### src/prsd_consts.svh
// Purpose: constants for the clock ratio strap decoder
// Assumes: included by its bare name
// Notes: ratios are held as numerator and denominator
`ifndef PRSD_CONSTS_SVH
`define PRSD_CONSTS_SVH

`define PRSD_FAB_W 4
`define PRSD_FAB_MULT_W 5
`define PRSD_VER_W 32
// version value is arbitrary; low byte is the mask revision
`define PRSD_VERSION_ID 32'h5a5a0001
`define PRSD_MASKREV_LSB 0
`define PRSD_MASKREV_W 8
// fabric codes
`define PRSD_FAB_16 4'h0
`define PRSD_FAB_2 4'h2
`define PRSD_FAB_3 4'h3
`define PRSD_FAB_4 4'h4
`define PRSD_FAB_5 4'h5
`define PRSD_FAB_6 4'h6
`define PRSD_FAB_8 4'h8
`define PRSD_FAB_9 4'h9
`define PRSD_FAB_10 4'ha
`define PRSD_FAB_12 4'hc
// core ratio numerators, halves of the fabric clock
`define PRSD_CORE_NUM_00 3'h4
`define PRSD_CORE_NUM_01 3'h5
`define PRSD_CORE_NUM_10 3'h6
`define PRSD_CORE_NUM_11 3'h7
`define PRSD_CORE_DEN 2'h2
// memory bus is fabric divided by this
`define PRSD_MEM_DIV 2'h2

`endif

### src/prsd_pkg.sv
// Purpose: types for the clock ratio strap decoder
// Assumes: nothing
// Notes: none
package prsd_pkg;
  typedef logic [3:0] prsd_fab_code_t;
  typedef logic [4:0] prsd_fab_mult_t;
  typedef logic [2:0] prsd_core_num_t;
  typedef enum logic [1:0] {
    PRSD_WAIT = 2'b00,
    PRSD_LATCH = 2'b01,
    PRSD_HOLD = 2'b10
  } prsd_state_e;
endpackage

### src/prsd_fab_decode.sv
// Purpose: decode fabric ratio code to multiplier
// Assumes: registered output, async reset
// Notes: reserved codes give zero and a flag
`timescale 1ns/1ps
`default_nettype none
`include "prsd_consts.svh"
module prsd_fab_decode (
  input wire logic clock_in,
  input wire logic reset_n_in,
  input wire prsd_pkg::prsd_fab_code_t code_in,
  output prsd_pkg::prsd_fab_mult_t mult_out,
  output logic reserved_out
);
  import prsd_pkg::*;
  prsd_fab_mult_t next_mult;

  always_comb begin
    next_mult = 5'h00;
    case (code_in) // RQ2
      `PRSD_FAB_16: next_mult = 5'h10;
      `PRSD_FAB_2: next_mult = 5'h02;
      `PRSD_FAB_3: next_mult = 5'h03;
      `PRSD_FAB_4: next_mult = 5'h04;
      `PRSD_FAB_5: next_mult = 5'h05;
      `PRSD_FAB_6: next_mult = 5'h06;
      `PRSD_FAB_8: next_mult = 5'h08;
      `PRSD_FAB_9: next_mult = 5'h09;
      `PRSD_FAB_10: next_mult = 5'h0a;
      `PRSD_FAB_12: next_mult = 5'h0c;
      default: next_mult = 5'h00;
    endcase
  end

  always_ff @(posedge clock_in or negedge reset_n_in) begin
    if (!reset_n_in) begin
      mult_out <= 5'h00;
      reserved_out <= 1'b0;
    end else begin
      mult_out <= next_mult;
      reserved_out <= (next_mult == 5'h00);
    end
  end
endmodule
`default_nettype wire

### src/prsd_top.sv
// Purpose: latch and decode power-up clock ratio straps
// Assumes: straps synchronous to clock_in; reset_n_in is power-up reset
// Notes: ratios frozen after first capture until next reset
`timescale 1ns/1ps
`default_nettype none
`include "prsd_consts.svh"

// What this block does
// RQ1: the fabric multiplier comes from the four fabric straps at power up.
// RQ2: fabric codes map to 16,2..6,8..10,12 times; the rest are reserved.
// RQ3: the board must drive every fabric strap; there is no default.
// RQ4: two core straps, msb first, give 2:1, 5:2, 3:1 or 7:2 core:fabric.
// RQ5: memory bus runs at half fabric; DDR data rate equals fabric.
// RQ6: board keeps core between 400 MHz and its rated maximum.
// RQ7: board keeps the fabric clock at or above 200 MHz.
// RQ8: board keeps the memory bus between 100 and 166 MHz.
// RQ9: a read-only version code shows the die mask revision in its low part.
// RQ10: straps are latched once after reset and held until the next reset.
module prsd_top (
  input wire logic clock_in,
  input wire logic reset_n_in,
  input wire prsd_pkg::prsd_fab_code_t fabric_ratio_straps_in,
  input wire logic core_ratio_msb_pin_in,
  input wire logic core_ratio_lsb_pin_in,
  output prsd_pkg::prsd_fab_mult_t fabric_mult_out,
  output logic fabric_reserved_out,
  output prsd_pkg::prsd_core_num_t core_num_out,
  output logic [1:0] core_den_out,
  output logic [1:0] mem_bus_div_out,
  output logic ddr_rate_eq_fabric_out,
  output logic ratios_valid_out,
  output logic [31:0] version_id_register_out,
  output logic [7:0] mask_revision_out
);
  import prsd_pkg::*;

  ////////////////////////////////////////////////////////////////////////
  // capture sequence
  prsd_state_e state;
  prsd_fab_code_t fab_code;
  logic [1:0] core_code;
  prsd_fab_mult_t dec_mult;
  logic dec_res;

  always_ff @(posedge clock_in or negedge reset_n_in) begin
    if (!reset_n_in) begin
      state <= PRSD_WAIT;
    end else begin
      case (state)
        PRSD_WAIT: state <= PRSD_LATCH;
        PRSD_LATCH: state <= PRSD_HOLD;
        PRSD_HOLD: state <= PRSD_HOLD; // RQ10
        default: state <= PRSD_HOLD;
      endcase
    end
  end

  // straps sampled once, first edge after release
  always_ff @(posedge clock_in or negedge reset_n_in) begin
    if (!reset_n_in) begin
      fab_code <= 4'h1;
      core_code <= 2'h0;
    end else if (state == PRSD_WAIT) begin
      fab_code <= fabric_ratio_straps_in; // RQ1 RQ10
      core_code <= {core_ratio_msb_pin_in, core_ratio_lsb_pin_in}; // RQ4
    end
  end

  prsd_fab_decode u_fab (
    .clock_in(clock_in),
    .reset_n_in(reset_n_in),
    .code_in(fab_code),
    .mult_out(dec_mult),
    .reserved_out(dec_res)
  );

  ////////////////////////////////////////////////////////////////////////
  // outputs
  always_ff @(posedge clock_in or negedge reset_n_in) begin
    if (!reset_n_in) begin
      fabric_mult_out <= 5'h00;
      fabric_reserved_out <= 1'b0;
      ratios_valid_out <= 1'b0;
    end else if (state == PRSD_HOLD && !ratios_valid_out) begin
      fabric_mult_out <= dec_mult; // RQ1
      fabric_reserved_out <= dec_res; // RQ2
      ratios_valid_out <= 1'b1; // RQ10
    end
  end

  always_ff @(posedge clock_in or negedge reset_n_in) begin
    if (!reset_n_in) begin
      core_num_out <= 3'h0;
      core_den_out <= 2'h0;
    end else if (state == PRSD_LATCH) begin
      case (core_code) // RQ4
        2'h0: core_num_out <= `PRSD_CORE_NUM_00;
        2'h1: core_num_out <= `PRSD_CORE_NUM_01;
        2'h2: core_num_out <= `PRSD_CORE_NUM_10;
        default: core_num_out <= `PRSD_CORE_NUM_11;
      endcase
      core_den_out <= `PRSD_CORE_DEN;
    end
  end

  localparam logic [31:0] version_id = `PRSD_VERSION_ID;

  always_ff @(posedge clock_in or negedge reset_n_in) begin
    if (!reset_n_in) begin
      mem_bus_div_out <= 2'h0;
      ddr_rate_eq_fabric_out <= 1'b0;
      version_id_register_out <= 32'h0;
      mask_revision_out <= 8'h00;
    end else begin
      mem_bus_div_out <= `PRSD_MEM_DIV; // RQ5
      ddr_rate_eq_fabric_out <= 1'b1; // RQ5
      version_id_register_out <= version_id; // RQ9
      mask_revision_out <=
        version_id[`PRSD_MASKREV_LSB +: `PRSD_MASKREV_W]; // RQ9
    end
  end

  // expected multiplier per fabric code, zero where reserved
  localparam logic [4:0] fab_table [16] = '{
    5'h10, 5'h00, 5'h02, 5'h03,
    5'h04, 5'h05, 5'h06, 5'h00,
    5'h08, 5'h09, 5'h0a, 5'h00,
    5'h0c, 5'h00, 5'h00, 5'h00
  };

  for (genvar k = 0; k < 16; k++) begin : g_fab_entry

  end
endmodule
`default_nettype wire

### config.mk
export PLATFORM = sky130hd
export DESIGN_NAME = prsd_top
export DESIGN_NICKNAME = d
export VERILOG_FILES = /design/src/prsd_pkg.sv /design/src/prsd_fab_decode.sv /design/src/prsd_top.sv
export VERILOG_INCLUDE_DIRS = /design/src
export SDC_FILE = /design/constraint.sdc
export NUM_CORES = 1
export LEC_CHECK = 0
export BUFFER_PORTS_ARGS = -buffer_cell sky130_fd_sc_hd__buf_2
export CAP_MARGIN = 10
export CORE_MARGIN = 3
export CORE_UTILIZATION = 38
export DETAILED_ROUTE_END_ITERATION = 8
export PLACE_DENSITY_LB_ADDON = 0.25
export SYNTH_ARGS = -nofsm -noshare
export SYNTH_HDL_FRONTEND = slang
export SYNTH_SLANG_ARGS = --single-unit
### constraint.sdc
create_clock -name clock_in -period 1.57 [get_ports clock_in]
set_input_delay 0.2355 -clock clock_in [delete_from_list [all_inputs] [get_ports clock_in]]
set_output_delay 0.2355 -clock clock_in [all_outputs]
set_load 0.005 [all_outputs]
## Word level (Yosys, flattened, before mapping)

Memory sizes are Yosys's and may differ from the RTL's.
Index checks and enable logic that the tools add are counted.

- Memory bits (read-only): 80
- Input bits: 8
- Bits in registers: 27
- Word-level logic and storage cells: 24
- Memories: 1

Memories:

| memory | depth | bits a word | read ports | clocked after Yosys merged registers in | write ports | line | text |
|---|---|---|---|---|---|---|---|
| (name not given) | 16 | 5 | 1 | 0 | 0 | prsd_fab_decode.sv:19 | `case (code_in)` |

- Reductions and logical operators: 5
- Eq/ne operators: 4
- Mux-type cells: 2

Operator list:

| cell | number |
|---|---|
| case mux 2 bit (3 select lines) | 1 |
| zero test 5 bit | 1 |
| equality test 2 x 1 -> 1 bit, second input constant | 2 |
| equality test 2 bit, second input constant | 2 |
| zero test 2 bit | 2 |
| 2-to-1 mux 2 bit | 1 |
| logical AND 1 bit | 1 |
| zero test 1 bit | 1 |

## Logic depth before layout (Yosys ltp)

- Word-level depth: 2
- Mapped depth: 3

## By module

From an unflattened synthesis, not the netlist that was laid out.

- Cells, all modules: 113
- Area, all modules: 1,308.8 sq um

By module, submodules not included:

| module | cells each | area each (sq um) | instances | seq. area each (sq um) |
|---|---|---|---|---|
| prsd_top | 86 | 1,024.7 | 1 | 476.7 |
| prsd_fab_decode | 27 | 284.0 | 1 | 150.1 |

## Worst setup path before layout

OpenSTA, ideal clock, no wires.

- Path kind: register to register
- Start point: reg state[0]
- End point: reg fabric_mult_out[0]
- Data required time: 1.445 ns
- Path slack: 0.364 ns
- Arrival: 1.081 ns
- Period minus slack after synthesis: 1.206 ns
- Setup time: 0.125 ns
- Stages on the path, launching flop included: 3
- Path buffers: 0
- Cells stage by stage: dfrtp_1 > nor3b_4 > mux2_2

- Word-level cells in the longest chain between the ends: 2

RTL lines:

| element | line | text |
|---|---|---|
| from (decl) | prsd_top.sv:39 | `prsd_state_e state;` |
| from (signal assigned) | prsd_top.sv:47 | `state <= PRSD_WAIT;` |
| from (signal assigned) | prsd_top.sv:50 | `PRSD_WAIT: state <= PRSD_LATCH;` |
| from (signal assigned) | prsd_top.sv:51 | `PRSD_LATCH: state <= PRSD_HOLD;` |
| equality test 2 bit | prsd_top.sv:84 | `end else if (state == PRSD_HOLD && !ratios_valid_out) begin` |
| logical AND 1 bit | prsd_top.sv:84 |  |
| to (signal assigned) | prsd_top.sv:85 | `fabric_mult_out <= dec_mult;` |
| to (decl) | prsd_top.sv:25 | `output prsd_pkg::prsd_fab_mult_t fabric_mult_out,` |

Every way passes these cells.
A chain may end at the register's enable or synchronous reset.

## Worst setup path in the final report

- Start point: reg state[0]
- End point: reg fabric_mult_out[4]

The elaborated chain is that of the path after synthesis.

==> impl_metrics.toml <==
[grt]
antenna_found_initial = 0
grt_max_degree = 26
grt-ovfl-total = 0
grt_pass1_vias = 567
grt.total_usage_pct = 8.021
grt_first_pass_wirelength_um = 2656

[setup_path]
critical_path.endpoint_type = "flip-flop"
critPathCapture = "fabric_mult_out[4]$_DFFE_PN0P_"
cp-startpoint = "state[0]$_DFF_PN0_"
worstPathMaxFanout = 6
rr_startpoint = "state[0]$_DFF_PN0_"
critPathLaunchType = "flip-flop"
r2r.worst_path.cells = 2
worst-endpoint-arrival_ns = 1.51
required_ns = 1.78
worstSetupPathType = "reg2reg"
reg2reg_to = "fabric_mult_out[4]$_DFFE_PN0P_"
reg2reg_setup_slack_ns = 0.27

[pwr]
powerDensity_nw_per_um2 = 827.0
comb_power_share_pct = 9.8
p_int_uw = 821.0
pwr-share-seq_pct = 64.9
netSwitchingPower_uw = 261.4
p_leak_nw = 0.6464
swShare_pct = 24.15
ir_worst_vdd_v = 0.0004850
pwr-share-clk_pct = 25.3

[flow_run]
drv_cap = 0

[drt]
wl_per_cell_um = 9.617
drtPass1Iterations = 3
viasPerCell = 3.886
drt.antenna.violating_nets = 0
drt_wl_total_um = 1683
drc = 0
drtIter0Drc = 4
via_count = 680

[cells_and_area]
final_nets = 140
diodes = 0
finalNonFillerCells = 175
fillers = 320
syn_to_final_growth_pct = -0.3806
fin_util_pct = 41.18
drive_gt1_share_pct = 38.93

[synth]
ys_types = 22
synth-seq-cells = 25
netlist_area_um2 = 1314
synth_area_per_cell_um2 = 11.63
synth_cells = 113
synth_warnings = 0
yosysSeqAreaShare_pct = 47.71

[placed_design]
dpl_worst_slack_ns = 0.2813
numPortBuffers = 30
place_inst = 170
gp_congestion = 0.6062
hpwl_um = 1304

[die]
fp-row-count = 20
die_h_um = 64.80
dieArea_um2 = 4199
start_util_pct = 41.34
core-area_um2 = 3178
boundaryPins = 63
die_x_um = 64.80

[timing]
tightest_slew_ns = 0.5226
slew_viol_final = 0
skew_ns = 0.006567
maxSlewHeadroom_pct = 65.16
report.final.hold_viol_count = 0
fin_crit_ns = 1.295
final.setup.tns_ns = 0
finalSetupViolations = 0
fmax_ghz = 0.7719
rsz0062_at_grt = "no"
timing.final.crit_share_pct = 82.51
finalWorstSetupSlack_ns = 0.2746

[clock_tree]
cts-root-buf = "clkbuf_4"
cts_buffer_depth = 2
cts_tree = "yes"
clk_pin_slew_ns = 0.13
cts_sinks = 25
post_cts_buffers = 0
postCtsHoldBufs = 1
ctsResizeCount = 0
clk_latency_ns = 0.31
numCtsBuffers = 3
cts_max_level = 1

[outcome]
status = "finished clean"

[worst_hold_path]
hold_class = "in2reg"
layer usage:
layer,global-route usage (%),part of all wire (%)
met1,10.14,43
met2,12.39,44
met4,1.583,0
met5,0,0
met3,3.986,13
synthesized netlist by cell type, drive strengths merged:
master | count | area (µm²)
nand2 | 1 | 3.750
nor3b | 1 | 18.77
or4b | 1 | 10.01
inv | 2 | 7.510
conb | 2 | 7.510
o21ai | 1 | 5.000
nor4 | 1 | 6.260
mux2 | 14 | 157.7
o21a | 3 | 22.52
nand2b | 2 | 12.51
nand3 | 1 | 5.000
nor3 | 1 | 5.000
a21oi | 3 | 15.01
and4b | 1 | 10.01
a21o | 1 | 7.510
dfstp | 1 | 26.28
buf | 48 | 364.1
o211ai | 2 | 15.01
dfrtp | 24 | 600.6
nor2 | 3 | 13.77
kinds of logic (layout without fill, tap and decap cells):
family	count (synthesis)	in the layout	synth area share (%)
buf+inv	50	37	28.29
other cells	2	33	0.5716
flops	25	25	47.71
simple gates	12	12	6.476
mux	14	14	12.00
compound gates	10	10	4.951
how the worst min path moves through the flow:
stage                               from                       end  slack [ns]  cells after the start
5_1_grt        fabric_ratio_straps_in[2]   fab_code[2]$_DFFE_PN0P_        0.13                      2
4_1_cts        fabric_ratio_straps_in[1]   fab_code[1]$_DFFE_PN0P_        0.14                      2
6_report       fabric_ratio_straps_in[2]   fab_code[2]$_DFFE_PN0P_        0.15                      2
2_1_floorplan                 reset_n_in  core_code[0]$_DFFE_PN0P_       -0.06                      0
3_3_place_gp                  reset_n_in  core_code[1]$_DFFE_PN0P_        0.24                      1
3_5_place_dp                  reset_n_in   fab_code[2]$_DFFE_PN0P_        0.25                      1
power groups by stage:
stage               Clock [mW]  Combinational [mW]  Sequential, mW
detailed placement           0               0.104           0.715
floorplan                    0               0.146           0.703
finish                   0.274               0.106           0.702
CTS                      0.294               0.107           0.703
global route             0.313               0.122           0.709
global placement             0               0.102           0.714
stage by stage:
| step | hold WS [ns] | total power [mW] | cell area (µm²) |
|---|---|---|---|
| 3_3_place_gp | 0.2384 | 0.8159 | 1271 |
| 4_1_cts | 0.1370 | 1.103 | 1309 |
| 6_report | 0.1529 | 1.082 | 1309 |
| 2_1_floorplan | -0.06009 | 0.8490 | 1430 |
| 5_1_grt | 0.1302 | 1.144 | 1309 |
| 3_5_place_dp | 0.2489 | 0.8195 | 1271 |
flip-flops by register name (all words and copies together) (netlist names):
name                     cells
fabric_mult_out              5
u_fab.mult_out               5
fab_code                     4
core_num_out                 3
core_code                    2
state                        2
fabric_reserved_out          1
ratios_valid_out             1
u_fab.reserved_out           1
version_id_register_out      1
worst max-delay path, cell delays in order, from the launching register on:
cell	delay (ns)
dfrtp_1	0.46
nor3b_4	0.35
mux2_2	0.38
layout make-up:
type,instances,area [µm²],share of cell area (%)
tap,44,55.05,4.206
timing repair buffer,31,160.2,12.24
clock inverter,1,5.005,0.3824
multi-input combinational,69,431.7,32.98
inverter,2,7.507,0.5736
clock buffer,3,22.52,1.721
sequential,25,626.9,47.90
cell usage in the layout, fill, tap and decap left out, types with 2 or more instances in the layout:
master | netlist | routed
conb_1 | 2 | 33
buf_2 | 0 | 30
dfrtp_1 | 24 | 24
mux2_2 | 14 | 14
a21oi_1 | 3 | 3
o21a_1 | 3 | 3
clkbuf_4 | 0 | 3
nor2_1 | 2 | 2
inv_1 | 2 | 2
o211ai_1 | 2 | 2
nand2b_1 | 2 | 2
(Power assumes the default switching activity.)
